<file path="config.mk">
export PLATFORM = sky130hd
export DESIGN_NAME = rfcal_top
export DESIGN_NICKNAME = d
export VERILOG_FILES = /design/src/rfcal_pkg.sv /design/src/rfcal_timeout.sv /design/src/rfcal_top.sv
export VERILOG_INCLUDE_DIRS = /design/src
export SDC_FILE = /design/constraint.sdc
export NUM_CORES = 1
export LEC_CHECK = 0
export BUFFER_PORTS_ARGS = -buffer_cell sky130_fd_sc_hd__buf_2
export CAP_MARGIN = 25
export CORE_UTILIZATION = 60
export CTS_BUF_LIST = sky130_fd_sc_hd__clkbuf_8
export DETAILED_ROUTE_END_ITERATION = 6
export PLACE_DENSITY = 0.84
export SETUP_SLACK_MARGIN = 0.05
export SYNTH_ARGS = -nofsm -noshare
export SYNTH_HDL_FRONTEND = slang
export SYNTH_SLANG_ARGS = --single-unit
</file>
<file path="constraint.sdc">
create_clock -name i_clk -period 4.3 [get_ports i_clk]
set_clock_uncertainty 0.05 [all_clocks]
set_input_delay 0.86 -clock i_clk [delete_from_list [all_inputs] [get_ports i_clk]]
set_output_delay 0.86 -clock i_clk [all_outputs]
set_load 0.01 [all_outputs]
</file>
<file path="src/rfcal_cfg.svh">
// Purpose: Constants for the power-up and calibration configuration register
// Assumes: Included by bare name from the top, timeout and bench files
// Notes: Overview of operation follows
// Overview of operation
// - Autocal 00 never calibrates alone; 01 calibrates on each idle-to-receive entry
// - Autocal 10 calibrates on every automatic receive-to-idle return
// - Autocal 11 calibrates on every fourth automatic return, skipping three
// - Chip ready low after 1, 16, 64 or 256 ripple expiries past settle
// - Keep-oscillator bit holds the crystal oscillator running during sleep
// - Settled flag and chip ready assert in the same cycle
// - Packet end returns to idle when after-receive select is 00; 11 stays
`ifndef RFCAL_CFG_SVH
`define RFCAL_CFG_SVH

`define RFCAL_ADDR_W 6
`define RFCAL_REG_ADDR 6'h18
`define RFCAL_REG_RESET 8'h04
`define RFCAL_AUTOCAL_HI 5
`define RFCAL_AUTOCAL_LO 4
`define RFCAL_TIMEOUT_HI 3
`define RFCAL_TIMEOUT_LO 2
`define RFCAL_SPARE_BIT 1
`define RFCAL_KEEP_BIT 0
`define RFCAL_USED_MASK 8'h3f
`define RFCAL_RXOFF_IDLE 2'h0
`define RFCAL_RXOFF_STAY 2'h3
`define RFCAL_QUAD_LAST 2'h3
`define RFCAL_RIPPLE_W 6
`define RFCAL_EXP_W 9
`define RFCAL_EXP_SEL0 9'h001
`define RFCAL_EXP_SEL1 9'h010
`define RFCAL_EXP_SEL2 9'h040
`define RFCAL_EXP_SEL3 9'h100

`endif

</file>
<file path="src/rfcal_pkg.sv">
// Purpose: Types shared by the power-up and calibration logic
// Assumes: Nothing imported anywhere; use rfcal_pkg::name
// Notes: Mode codes follow the register field encoding
package rfcal_pkg;
    typedef enum logic [1:0] {
        RFCAL_CAL_NEVER = 2'h0,
        RFCAL_CAL_RX_ENTRY = 2'h1,
        RFCAL_CAL_EACH_RETURN = 2'h2,
        RFCAL_CAL_FOURTH_RETURN = 2'h3
    } rfcal_autocal_t;
    typedef logic [1:0] rfcal_timeout_t;
endpackage : rfcal_pkg

</file>
<file path="src/rfcal_timeout.sv">
// Purpose: Ripple-counter power-on timeout after oscillator settle
// Assumes: i_start is synchronous and high while the oscillator is settled
// Notes: Dropping i_start rearms the whole count
`timescale 1ns/1ps
`include "rfcal_cfg.svh"
module rfcal_timeout #(
    parameter int RIPPLE_W = `RFCAL_RIPPLE_W
) (
    // Clock and reset
    input wire logic i_clk,
    input wire logic i_sys_rst,
    input wire logic i_clk_en,
    // Control
    input wire logic i_start,
    input wire rfcal_pkg::rfcal_timeout_t i_sel,
    // Status
    output logic o_done
);
    generate
        if (RIPPLE_W < 1 || RIPPLE_W > 16) begin : g_bad_width
            $error("rfcal_timeout: ripple width out of range");
        end
    endgenerate

    function automatic logic [`RFCAL_EXP_W-1:0] expiry_target(input logic [1:0] sel);
        case (sel)
            2'h0: expiry_target = `RFCAL_EXP_SEL0;
            2'h1: expiry_target = `RFCAL_EXP_SEL1;
            2'h2: expiry_target = `RFCAL_EXP_SEL2;
            default: expiry_target = `RFCAL_EXP_SEL3;
        endcase
    endfunction : expiry_target

    logic [RIPPLE_W-1:0] ripple_r;
    logic [`RFCAL_EXP_W-1:0] exp_r;
    wire logic tick = &ripple_r;
    wire logic [`RFCAL_EXP_W-1:0] target = expiry_target(i_sel);
    wire logic [`RFCAL_EXP_W-1:0] exp_nxt = exp_r + `RFCAL_EXP_W'(1);
    // Compare with >= so a smaller selection mid-count still finishes
    wire logic hit = i_start && !o_done && tick && (exp_nxt >= target);

    always_ff @(posedge i_clk or posedge i_sys_rst) begin
        if (i_sys_rst) begin
            ripple_r <= '0;
            exp_r <= '0;
            o_done <= 1'b0;
        end else if (i_clk_en) begin
            if (!i_start) begin
                ripple_r <= '0;
                exp_r <= '0;
                o_done <= 1'b0;
            end else if (!o_done) begin
                ripple_r <= ripple_r + RIPPLE_W'(1);
                if (tick) begin
                    exp_r <= exp_nxt;
                end
                o_done <= hit;
            end
        end
    end
endmodule : rfcal_timeout

</file>
<file path="src/rfcal_top.sv">
// Purpose: Power-up timeout, oscillator keep and synthesizer autocal control
// Assumes: Register port driven by serial-interface logic on i_clk
// Notes: Outputs all registered; i_clk_en low freezes every flop
`timescale 1ns/1ps
`include "rfcal_cfg.svh"
module rfcal_top (
    // Clock and reset
    input wire logic i_clk,
    input wire logic i_sys_rst,
    input wire logic i_clk_en,
    // Register port from serial interface
    input wire logic i_reg_wr,
    input wire logic i_reg_rd,
    input wire logic [`RFCAL_ADDR_W-1:0] i_reg_addr,
    input wire logic [7:0] i_reg_wdata,
    output logic [7:0] o_reg_rdata,
    // Radio control state machine events
    input wire logic i_calibrate_strobe,
    input wire logic i_idle_to_rx,
    input wire logic i_rx_done,
    input wire logic [1:0] i_after_receive_state_select,
    input wire logic i_sleep,
    // Oscillator
    input wire logic i_crystal_osc_ok,
    output logic o_crystal_osc_en,
    // Status and commands out
    output logic o_chip_ready_n,
    output logic o_osc_settled_flag,
    output logic o_synth_cal_start,
    output logic o_auto_return_idle
);
    logic [7:0] cfg_r;
    logic osc_meta_r;
    logic osc_sync_r;
    logic [1:0] quad_r;
    logic ready_done;

    wire logic reg_hit = (i_reg_addr == `RFCAL_REG_ADDR);
    wire rfcal_pkg::rfcal_autocal_t synth_autocal_select =
        rfcal_pkg::rfcal_autocal_t'(cfg_r[`RFCAL_AUTOCAL_HI:`RFCAL_AUTOCAL_LO]);
    wire rfcal_pkg::rfcal_timeout_t poweron_timeout_select =
        cfg_r[`RFCAL_TIMEOUT_HI:`RFCAL_TIMEOUT_LO];
    wire logic keep_osc_in_sleep = cfg_r[`RFCAL_KEEP_BIT];

    // Stay-in-receive setting never produces a return
    wire logic auto_return = i_rx_done &&
        (i_after_receive_state_select == `RFCAL_RXOFF_IDLE);
    wire logic quad_wrap = (quad_r == `RFCAL_QUAD_LAST);
    wire logic cal_rx_entry = (synth_autocal_select == rfcal_pkg::RFCAL_CAL_RX_ENTRY)
        && i_idle_to_rx;
    wire logic cal_each = (synth_autocal_select == rfcal_pkg::RFCAL_CAL_EACH_RETURN)
        && auto_return;
    wire logic cal_fourth = (synth_autocal_select == rfcal_pkg::RFCAL_CAL_FOURTH_RETURN)
        && auto_return && quad_wrap;
    // Mode 00 leaves only the host strobe
    wire logic cal_nxt = i_calibrate_strobe || cal_rx_entry || cal_each || cal_fourth;
    wire logic osc_en_nxt = !i_sleep || keep_osc_in_sleep;
    wire logic [7:0] rdata_nxt = (i_reg_rd && reg_hit) ? cfg_r : 8'h00;

    // Oscillator good comes from the analog side, so it is synchronised
    always_ff @(posedge i_clk or posedge i_sys_rst) begin
        if (i_sys_rst) begin
            osc_meta_r <= 1'b0;
            osc_sync_r <= 1'b0;
        end else if (i_clk_en) begin
            osc_meta_r <= i_crystal_osc_ok;
            osc_sync_r <= osc_meta_r;
        end
    end

    always_ff @(posedge i_clk or posedge i_sys_rst) begin
        if (i_sys_rst) begin
            cfg_r <= `RFCAL_REG_RESET;
            o_reg_rdata <= 8'h00;
        end else if (i_clk_en) begin
            if (i_reg_wr && reg_hit) begin
                cfg_r <= i_reg_wdata & `RFCAL_USED_MASK;
            end
            o_reg_rdata <= rdata_nxt;
        end
    end

    // Counter runs in every mode so a switch to mode 11 keeps its phase
    always_ff @(posedge i_clk or posedge i_sys_rst) begin
        if (i_sys_rst) begin
            quad_r <= 2'h0;
        end else if (i_clk_en && auto_return) begin
            quad_r <= quad_r + 2'h1;
        end
    end

    always_ff @(posedge i_clk or posedge i_sys_rst) begin
        if (i_sys_rst) begin
            o_synth_cal_start <= 1'b0;
            o_auto_return_idle <= 1'b0;
            o_crystal_osc_en <= 1'b1;
        end else if (i_clk_en) begin
            o_synth_cal_start <= cal_nxt;
            o_auto_return_idle <= auto_return;
            o_crystal_osc_en <= osc_en_nxt;
        end
    end

    rfcal_timeout #(
        .RIPPLE_W(`RFCAL_RIPPLE_W)
    ) u_timeout (
        .i_clk(i_clk),
        .i_sys_rst(i_sys_rst),
        .i_clk_en(i_clk_en),
        .i_start(osc_sync_r && o_crystal_osc_en),
        .i_sel(poweron_timeout_select),
        .o_done(ready_done)
    );

    // One flop stage for both keeps them locked together
    always_ff @(posedge i_clk or posedge i_sys_rst) begin
        if (i_sys_rst) begin
            o_chip_ready_n <= 1'b1;
            o_osc_settled_flag <= 1'b0;
        end else if (i_clk_en) begin
            o_chip_ready_n <= !ready_done;
            o_osc_settled_flag <= ready_done;
        end
    end
endmodule : rfcal_top
</file>
==> summary.txt, run 1 <==
Outcome
  – Status: finished clean

Drt
  – Vias/cell: 5.87
  – Initial DRC count: 77
  – Drt total wl: a little under 4000 microns
  – TritonRoute pass-1 iters: 4
  – Antenna-violating nets left: 0
  – Via count: around 1500
  – Residual DRC count: 0
  – Drt wl/cell: 15.8 microns

Timing
  – Fin crit share: between 50% and 60%
  – RSZ-0062 raised after global routing: no
  – Rel. slew slack: between 40% and 50%
  – Final WS setup: between 2 and 2.5 ns
  – Setup TNS: 0 ns
  – Max Slew Vio Count: 0
  – Fmax achieved: between 400 and 500 MHz
  – Slew @ Worst Pin: 0.772 ns
  – Min Tclk post-route: 2.28 ns
  – Final setup vio count: 0
  – Final Hold Viols: 0

Clocking
  – # resized after CTS: 0
  – CTS hold repair buffers: 0
  – CTS sink cnt: 37
  – H-tree depth: 2
  – Clock root cell: clkbuf_8
  – Longest Clk Path Bufs: 2
  – Post-CTS repair timing setup buffer count: 0
  – CTS tree: built
  – Clk_lat worst skew: 0.29 ns
  – CTS clock-pin slew for the worst setup and hold paths: roughly 0.08 ns
  – Num CTS Buffers: 5

Min path
  – Min-Delay Path Class: reg -> reg

Floorplanning
  – DIE AREA: around 3400 sq um
  – Initial core utilization: 63.2%
  – Die Width: 58.7 microns
  – Height of the die: between 50 and 60 microns
  – Placement Rows: 20
  – Core area: ~3100 sq um
  – Number of I/O pins: 39

Setup path
  – Worst Path Buf+Inv: 0
  – Worst Path Required: 4.42 ns
  – Delay of the slowest critical-path stage: 0.46 ns
  – Slowest cell on crit path: dfrtp_1
  – Setup CP Type: reg -> reg
  – Crit end category: flip-flop
  – Most frequent CP cell: ha_1
  – Worst-path cell chain: ha_1, nand3_1, xnor2_1, ha_1, and2_1, a2111oi_1, o211ai_1
  – Critical Path Fanout Max: 7
  – Arrival time at the worst endpoint: between 2 and 2.5 ns
  – Startpoint types: flip-flop
  – Crit path max-delay family: adder cells

Final layout
  – Share of layout cells above drive strength 1: about a third
  – Antenna cells: 0
  – Finished Layout Cells: about 250
  – Area growth, synth to finish: 14.5%
  – Final instance area: ~2200 sq um
  – Fin nets: 237
  – Core Util, Final: between 70 and 80%

Power and ir drop
  – VDD IR max: just over 0.0003 V
  – Power density over the cells: between 300 and 400 nW/um^2
  – Static Leakage: roughly 1.0 nW

GRT
  – Met2 GRT Util: 42.2%
  – Met1 usage: between 30 and 40%
  – Grt ovf: 0
  – Grt met3 use: under 10%
  – Tot GR Track Use: between 20% and 30%
  – Initial antenna violation count: 0
  – GR peak layer: met2
  – Pin count of the biggest net entering global routing: 38
  – Vias in the first global route: between 1000 and 1500
  – First-pass GRT wire length: approximately 6500 microns

Yosys
  – Post-synth top area share: roughly 44%
  – Count of different cell masters after synthesis: 51
  – Area leader, netlist: dfrtp_1
  – Most common flop cell mapped by yosys: dfrtp_1
  – Cell Area, Synth: a little under 2000 sq um
  – Top cells by area, synth: dfrtp_1, mux2_2, a22o_1
  – Number of synthesized register bits: 37
  – Mean Syn Cell Area: 11.3 sq um
  – Post-synth EDFFs: 0
  – Async SR Flop Fraction: between 90% and 100%
  – Synth warn: 0
  – Sequential area share after synthesis: about half
  – Mapped Cells: 171

Placement
  – Placed cell areas: roughly 2100 sq um
  – Placed insts: between 200 and 250
  – Dpl ws: approximately 2.0 ns
  – I/O Buffers: 34
  – Dpl hpwl: about 2800 microns
  – RePlAce Congestion: 0.809

Job
  – Max Cap Viol: 0
[cell usage after synthesis, types with 2 or more instances]
| cell | instances |
|---|---|
| clkbuf_1 | 2 |
| and3_1 | 2 |
| inv_1 | 5 |
| buf_4 | 4 |
| xnor2_1 | 6 |
| nor3_1 | 2 |
| ha_1 | 7 |
| a31oi_1 | 3 |
| nor2_1 | 9 |
| a21o_1 | 3 |
| xor2_1 | 4 |
| o21ai_0 | 5 |
| nand4_1 | 4 |
| mux2_2 | 11 |
| nand2b_1 | 3 |
| a22o_1 | 10 |
| a21oi_1 | 4 |
| buf_2 | 4 |
| nand3_1 | 7 |
| o21a_1 | 2 |
| dfstp_2 | 3 |
| dfrtp_1 | 34 |
| nand2_1 | 8 |
| mux2i_1 | 2 |
[flip-flops by register name, summed over array words and instances, names as in the netlist]
name and flops:
cfg_r 6, o_auto_return_idle 1, o_chip_ready_n 1, o_crystal_osc_en 1, o_osc_settled_flag 1, o_reg_rdata 6
o_synth_cal_start 1, osc_meta_r 1, osc_sync_r 1, quad_r 2, u_timeout.exp_r 9, u_timeout.o_done 1
u_timeout.ripple_r 6
[per-stage QoR]
step | total power, mW | hold WS, ns
floorplan | 0.459 | 0.398
global placement | 0.481 | 0.409
finish | 0.760 | 0.438
CTS | 0.759 | 0.442
global route | 0.790 | 0.456
detailed placement | 0.495 | 0.429
[cells in the final DEF (no fill, tap or decap), types with 5 or more instances in the layout]
cell type | synthesis | routed
nor2_1 | 9 | 9
nand3_1 | 7 | 7
dfrtp_1 | 34 | 34
nand2_1 | 8 | 8
clkbuf_8 | 0 | 7
ha_1 | 7 | 7
buf_2 | 4 | 34
xnor2_1 | 6 | 6
inv_1 | 5 | 5
a22o_1 | 10 | 10
mux2_2 | 11 | 11
o21ai_0 | 5 | 5
[cell type report]
cell class	instances	area (sq um)
clock inverters	1	5.00
fillers	203	842
multi-input cells	119	922
well taps	44	55.1
repair buffers	35	178
clock buffers	7	96.3
inverters	6	25.0
flip-flops and latches	37	930
[worst paths after layout]
path | cells after the start | end | slack, ns | start
max in group asynchronous | 3 | cfg_r[2]$_DFFE_PP1P_ | 3.23 | i_sys_rst
min in group asynchronous | 3 | o_reg_rdata[0]$_DFFE_PP0P_ | 0.62 | i_sys_rst
worst min register to register | 2 | o_synth_cal_start$_DFFE_PP0P_ | 0.44 | o_synth_cal_start$_DFFE_PP0P_
worst max register to register | 7 | u_timeout.o_done$_DFFE_PP0P_ | 2.02 | u_timeout.exp_r[0]$_DFFE_PP0P_
worst min-delay path | 2 | o_synth_cal_start$_DFFE_PP0P_ | 0.44 | o_synth_cal_start$_DFFE_PP0P_
worst max-delay path | 7 | u_timeout.o_done$_DFFE_PP0P_ | 2.02 | u_timeout.exp_r[0]$_DFFE_PP0P_
[per-layer routing]
layer	up-vias	part of all wire, %
met2	60	51
li1	684	-
met5	-	0
met3	10	5.0
met4	0	1.9
met1	708	42
[worst min-delay path: cells and delay by family (launching register included)]
kind / cells / cell delay, ns
DFF: 1 / 0.34
AOI/OAI and AO/OA: 2 / 0.12
[logic make-up (layout without fill, tap and decap cells)]
group / after synthesis / after routing / share of synthesized area, %
multiplexers: 13 / 13 / 7.45
AND/OR/NAND/NOR: 51 / 51 / 17.0
buffers and inverters: 16 / 49 / 4.28
adder cells (fa/ha/maj): 7 / 7 / 4.54
flip-flops: 37 / 37 / 48.2
other: 1 / 2 / 0.194
AO/OA/AOI/OAI: 36 / 36 / 13.9
XOR/XNOR: 10 / 10 / 4.54
[power by group]
part / internal [mW] / switching, mW / total (mW)
combinational: 0.0453 / 0.0474 / 0.0928
sequential: 0.374 / 0.0221 / 0.396
clock: 0.145 / 0.127 / 0.272
total: 0.564 / 0.196 / 0.760
Power figures use the tool's default switching activity.
==> run 2: changes to the inputs <==
--- a/config.mk
+++ b/config.mk
@@ -8,10 +8,10 @@
 export LEC_CHECK = 0
 export BUFFER_PORTS_ARGS = -buffer_cell sky130_fd_sc_hd__buf_2
 export CAP_MARGIN = 25
-export CORE_UTILIZATION = 60
+export CORE_UTILIZATION = 56
 export CTS_BUF_LIST = sky130_fd_sc_hd__clkbuf_8
 export DETAILED_ROUTE_END_ITERATION = 6
-export PLACE_DENSITY = 0.84
+export PLACE_DENSITY = 0.79
 export SETUP_SLACK_MARGIN = 0.05
 export SYNTH_ARGS = -nofsm -noshare
 export SYNTH_HDL_FRONTEND = slang
==> constraint.sdc (replaced) <==
create_clock -name i_clk -period 2.1 [get_ports i_clk]
set_clock_uncertainty 0.05 [all_clocks]
set_input_delay 0.42 -clock i_clk [delete_from_list [all_inputs] [get_ports i_clk]]
set_output_delay 0.42 -clock i_clk [all_outputs]
set_load 0.01 [all_outputs]
==> run 2 against run 1 <==
Wire length fell by 4.1%. Die area rose by 6.9%. Register-to-register slack got worse by 1.9 ns. Core utilization rose by 0.24 points. Global-route usage fell by 1.1 points. First-iteration DRC count fell by 40%. Clock-buffer cell count fell by 1. Largest power group unchanged.
==> summary.txt, run 2 (synthesis results as in run 1) <==
Clocking
  – Clk_lat worst skew: slightly below 0.3 ns
  – H-tree depth: 2
  – CTS sink cnt: 37
  – CTS hold repair buffers: 0
  – CTS tree: built
  – Clock root cell: clkbuf_8
  – CTS clock-pin slew for the worst setup and hold paths: about 0.07 ns
  – Longest Clk Path Bufs: 2
  – Num CTS Buffers: 5
  – Post-CTS repair timing setup buffer count: 0

Power and ir drop
  – Static Leakage: between 1 and 1.5 nW
  – Power density over the cells: ~710 nW/um^2
  – VDD IR max: approximately 0.00075 V

Final layout
  – Most flops, register: u_timeout.exp_r
  – Most frequent cells in the layout: dfrtp_1, buf_2, mux2_2
  – Antenna cells: 0
  – Share of layout cells above drive strength 1: between 30% and 40%
  – Area growth, synth to finish: 18.7%
  – Fin nets: roughly 240
  – Max reg flops: 9

GRT
  – Grt ovf: 0
  – Pin count of the biggest net entering global routing: 38
  – Vias in the first global route: 1429
  – Initial antenna violation count: 0
  – First-pass GRT wire length: between 6000 and 7000 microns
  – Tot GR Track Use: 24.4%

Timing
  – Final Hold Viols: 0
  – Min Tclk post-route: a little under 2 ns
  – Fin crit share: 92.0%
  – Max Slew Vio Count: 0
  – Final setup vio count: 0
  – RSZ-0062 raised after global routing: no
  – Hold slack final: about 0.20 ns
  – Setup TNS: 0 ns
  – Fmax achieved: 518 MHz

Drt
  – Antenna-violating nets left: 0
  – Via count: between 1000 and 1500
  – Initial DRC count: between 40 and 50
  – Residual DRC count: 0
  – Vias/cell: 5.63
  – Drt total wl: between 3000 and 4000 microns
  – TritonRoute pass-1 iters: 4
  – Drt wl/cell: 14.7 microns

Floorplanning
  – DIE AREA: approximately 3700 sq um
  – Core area: about 3200 sq um
  – Initial core utilization: between 60 and 70%
  – Die Width: a little over 60 microns
  – Number of I/O pins: 39
  – Placement Rows: 20
  – Height of the die: slightly above 60 microns

Job
  – Max Cap Viol: 0

Setup path
  – Slowest cell on crit path: a2111oi_1
  – Arrival time at the worst endpoint: 2.05 ns
  – Worst Path Required: approximately 2.2 ns
  – Worst Path Buf+Inv: 0
  – Crit path max-delay family: simple AND/OR/NAND/NOR gates
  – Capture point of the worst reg-to-reg path: u_timeout.o_done$_DFFE_PP0P_
  – Critical Path Fanout Max: 3
  – Worst-path cell chain: and4_2, nand2_1, xnor2_1, ha_1, and2_1, a2111oi_1, o211ai_1
  – Setup CP Type: reg -> reg
  – Worst R2R Start: u_timeout.exp_r[5]$_DFFE_PP0P_
  – Delay of the slowest critical-path stage: 0.36 ns
  – Crit. Startpoint: u_timeout.exp_r[5]$_DFFE_PP0P_
  – R2r worst-path depth: 7
  – Reg2reg setup slack: about 0.17 ns
  – Critical path depth in cells: 7
  – Crit end category: flip-flop
  – Worst Setup EP: u_timeout.o_done$_DFFE_PP0P_
  – Startpoint types: flip-flop

Placement
  – RePlAce Congestion: 0.797
  – I/O Buffers: 34
  – Dpl hpwl: roughly 2800 microns

Min path
  – Min-Delay Path Class: in -> async

Outcome
  – Status: finished clean
[run 2: cell count changes in the layout (fill, tap and decap cells not counted), sizes merged]
cell / delta
buf: +7
bufinv: +1
clkbuf: -1
clkinv: -1
inv: +1
[run 2: routing by layer]
layer,part of all wire (%),track usage [%]
met4,1.2,8.44
met1,43,30.8
met2,50,40.0
met3,5.8,7.68
met5,0,0
[run 2: report_power, final]
part / total (mW) / internal (mW) / switching, mW
Sequential: 0.807 / 0.765 / 0.0413
Combinational: 0.182 / 0.0899 / 0.0918
Clock: 0.630 / 0.382 / 0.247
[run 2: final cells by class]
class | instances | area (sq um)
clock buffers | 6 | 82.6
clock inverters | 2 | 33.8
fillers | 247 | 862
inverters | 6 | 25.0
multi-input cells | 119 | 935
flip-flops and latches | 37 | 930
well taps | 44 | 55.1
repair buffers | 42 | 230
[run 2: worst min path at each step]
stage                                         from                             end  slack [ns]
finish                                   i_sys_rst      o_reg_rdata[5]$_DFFE_PP0P_        0.20
global route                             i_sys_rst  o_osc_settled_flag$_DFFE_PP0P_        0.23
CTS                                      i_sys_rst  o_osc_settled_flag$_DFFE_PP0P_        0.20
detailed placement           quad_r[0]$_DFFE_PP0P_           quad_r[0]$_DFFE_PP0P_        0.43
global placement    o_auto_return_idle$_DFFE_PP0P_  o_auto_return_idle$_DFFE_PP0P_        0.41
floorplan                    quad_r[0]$_DFFE_PP0P_           quad_r[0]$_DFFE_PP0P_        0.40
[run 2: stage by stage]
step                setup WS [ns]  area [sq um]  total power, mW  cells  utilization (%)
CTS                         0.114          2280             1.64    256             72.3
detailed placement         0.0490          2160             1.01    248             68.6
finish                      0.169          2290             1.62    256             72.7
floorplan                   0.118          1940            0.939    172                -
global route               0.0600          2290             1.69    256             72.7
global placement            0.114          2160            0.987    248             68.6
[run 2: timing repair]
item | CTS | global route
gates cloned | 0 | 0
hold endpoints to repair | 0 | 0
resized for setup | 1 | 1
setup endpoints to repair | 1 | 1
[run 2: worst register-to-register path, delay by kind of cell (launching register included)]
| family | cells | cell delay [ns] |
|---|---|---|
| and+or+nand+nor | 3 | 0.52 |
| AOI/OAI and AO/OA | 2 | 0.49 |
| DFF | 1 | 0.34 |
| adders and majority gates | 1 | 0.28 |
| xor gates and xnor gates | 1 | 0.13 |
==> run 3: changes to the inputs <==
--- a/config.mk
+++ b/config.mk
@@ -6,12 +6,12 @@
 export SDC_FILE = /design/constraint.sdc
 export NUM_CORES = 1
 export LEC_CHECK = 0
-export BUFFER_PORTS_ARGS = -buffer_cell sky130_fd_sc_hd__buf_2
 export CAP_MARGIN = 25
-export CORE_UTILIZATION = 56
+export CORE_UTILIZATION = 60
 export CTS_BUF_LIST = sky130_fd_sc_hd__clkbuf_8
 export DETAILED_ROUTE_END_ITERATION = 6
-export PLACE_DENSITY = 0.79
+export DONT_BUFFER_PORTS = 1
+export PLACE_DENSITY_LB_ADDON = 0.3
 export SETUP_SLACK_MARGIN = 0.05
 export SYNTH_ARGS = -nofsm -noshare
 export SYNTH_HDL_FRONTEND = slang
==> run 3 against run 2 <==
Global-route usage grew 0.39 points. Fmax increased by 1.7%. Clock-buffer cell count unchanged. Critical endpoint unchanged. Cell count is 13% lower. Design area shrank 5.7%. Die area down 6.4%. Sequential share of layout area grew 2.5 points. First-iteration DRC count fell by 22%. Core utilization is 1.9 points lower. Power is 0.44% lower. Wire length down 0.74%.
==> summary.txt, run 3 (synthesis results as in run 1) <==
Outcome
  – Status: finished clean

Timing
  – Hold slack final: approximately 0.05 ns
  – Fmax achieved: 526 MHz
  – Max Slew Vio Count: 0
  – Setup TNS: 0 ns
  – Slew @ Worst Pin: between 0.6 and 0.7 ns
  – Final setup vio count: 0
  – Final Hold Viols: 0
  – RSZ-0062 raised after global routing: no
  – Fin crit share: 90.5%
  – Rel. slew slack: between 50% and 60%
  – Min Tclk post-route: about 1.9 ns

Final layout
  – Fin nets: 211
  – Most common cell after layout, fill and taps aside: dfrtp_1
  – Area growth, synth to finish: 11.9%
  – Core Util, Final: about 71%
  – Antenna cells: 0
  – Most flops, register: u_timeout.exp_r
  – Share of layout cells above drive strength 1: 25.1%
  – Max reg flops: 9
  – Most frequent cells in the layout: dfrtp_1, mux2_2, a22o_1

Floorplanning
  – Initial core utilization: between 60% and 70%
  – Die Width: 58.7 microns
  – Number of I/O pins: 39
  – Core area: between 3000 and 4000 sq um
  – Height of the die: between 50 and 60 microns
  – DIE AREA: about 3400 sq um
  – Placement Rows: 20

Clocking
  – CTS clock-pin slew for the worst setup and hold paths: approximately 0.070 ns
  – Longest Clk Path Bufs: 2
  – CTS hold repair buffers: 0
  – H-tree depth: 2
  – Num CTS Buffers: 5
  – CTS tree: built
  – Clock root cell: clkbuf_8
  – # resized after CTS: 0
  – CTS sink cnt: 37
  – Post-CTS repair timing setup buffer count: 0
  – Clk_lat worst skew: approximately 0.29 ns

GRT
  – Vias in the first global route: 1376
  – First-pass GRT wire length: approximately 6300 microns
  – Initial antenna violation count: 0
  – Pin count of the biggest net entering global routing: 22
  – Grt ovf: 0
  – Tot GR Track Use: roughly 25%

Min path
  – Min-Delay Path Class: in -> async

Setup path
  – Worst-path cell chain: nor2_1, ha_1, nor2_1, o2111ai_1, a2111oi_4, o211ai_1
  – R2r worst-path depth: 6
  – Reg2reg setup slack: between 0.2 and 0.25 ns
  – Critical Path Fanout Max: 6
  – Startpoint types: flip-flop
  – Most frequent CP cell: nor2_1
  – Worst Path Required: ~2.2 ns
  – Worst R2R Start: cfg_r[2]$_DFFE_PP1P_
  – Crit end category: flip-flop
  – Slowest cell on crit path: dfstp_2
  – Capture point of the worst reg-to-reg path: u_timeout.o_done$_DFFE_PP0P_
  – Delay of the slowest critical-path stage: just under 0.6 ns
  – Arrival time at the worst endpoint: 2.02 ns
  – Setup CP Type: reg -> reg

Drt
  – Drt total wl: approximately 3700 microns
  – Via count: ~1300
  – Drt wl/cell: 16.7 microns
  – Residual DRC count: 0
  – Initial DRC count: 36
  – Antenna-violating nets left: 0
  – Vias/cell: 6.02
  – TritonRoute pass-1 iters: 4

Placement
  – Dpl hpwl: about 2700 microns
  – I/O Buffers: 0
  – RePlAce Congestion: slightly below 0.9

Power and ir drop
  – Static Leakage: 0.962 nW
  – VDD IR max: approximately 0.00058 V
  – Power density over the cells: approximately 750 nW/um^2

Job
  – Max Cap Viol: 0
run 3: changes by cell type in the layout (fill, tap and decap cells not counted), sizes merged:
cell,delta
buf,-33
clkinvlp,+1
inv,-1
run 3: power by group:
group          total, mW  internal (mW)  leakage, nW  switching [mW]
registers          0.811          0.765        0.492          0.0461
clock network      0.644          0.386       0.0574           0.258
logic              0.156         0.0785        0.413          0.0772
total               1.61           1.23        0.962           0.381
run 3: how the worst max path moves through the flow:
stage                                               from                            to  slack (ns)  depth (start not counted)
after global placement    u_timeout.exp_r[0]$_DFFE_PP0P_  u_timeout.o_done$_DFFE_PP0P_        0.18                          7
after CTS                 u_timeout.exp_r[0]$_DFFE_PP0P_  u_timeout.o_done$_DFFE_PP0P_         0.1                          7
after floorplan           u_timeout.exp_r[0]$_DFFE_PP0P_  u_timeout.o_done$_DFFE_PP0P_        0.12                          8
after detailed placement  u_timeout.exp_r[0]$_DFFE_PP0P_  u_timeout.o_done$_DFFE_PP0P_        0.14                          7
final                               cfg_r[2]$_DFFE_PP1P_  u_timeout.o_done$_DFFE_PP0P_        0.20                          6
after global routing      u_timeout.exp_r[4]$_DFFE_PP0P_  u_timeout.o_done$_DFFE_PP0P_        0.08                          7
run 3: layout make-up:
type	count	area, sq um
inverters	6	25.0
fillers	237	893
flip-flops and latches	37	930
clock buffers	6	82.6
well taps	44	55.1
clock inverters	2	37.5
multi-input cells	119	950
repair buffers	9	80.1
run 3: through the flow:
step                setup WS [ns]  instances  power [mW]  area (sq um)
global route               0.0754        223        1.68          2160
CTS                        0.0989        223        1.61          2130
global placement            0.181        215       0.960          2010
finish                      0.200        223        1.61          2160
detailed placement          0.142        215       0.973          2010
floorplan                   0.118        172       0.939          1940
run 3: critical path: cells and delay by family (launching register included):
family / cells / cell delay (ns)
AOI/OAI and AO/OA: 3 / 0.70
adders and majority gates: 1 / 0.28
DFF: 1 / 0.59
and+or+nand+nor: 2 / 0.17
run 3: per-layer routing:
layer  GRT usage [%]  vias to the layer above  part of all wire (%)
met5               0                        -                     0
met4            9.86                        0                   1.1
met3            8.57                        4                   5.8
met2            39.8                       37                    50
met1            30.9                      668                    43
li1                -                      634                     -
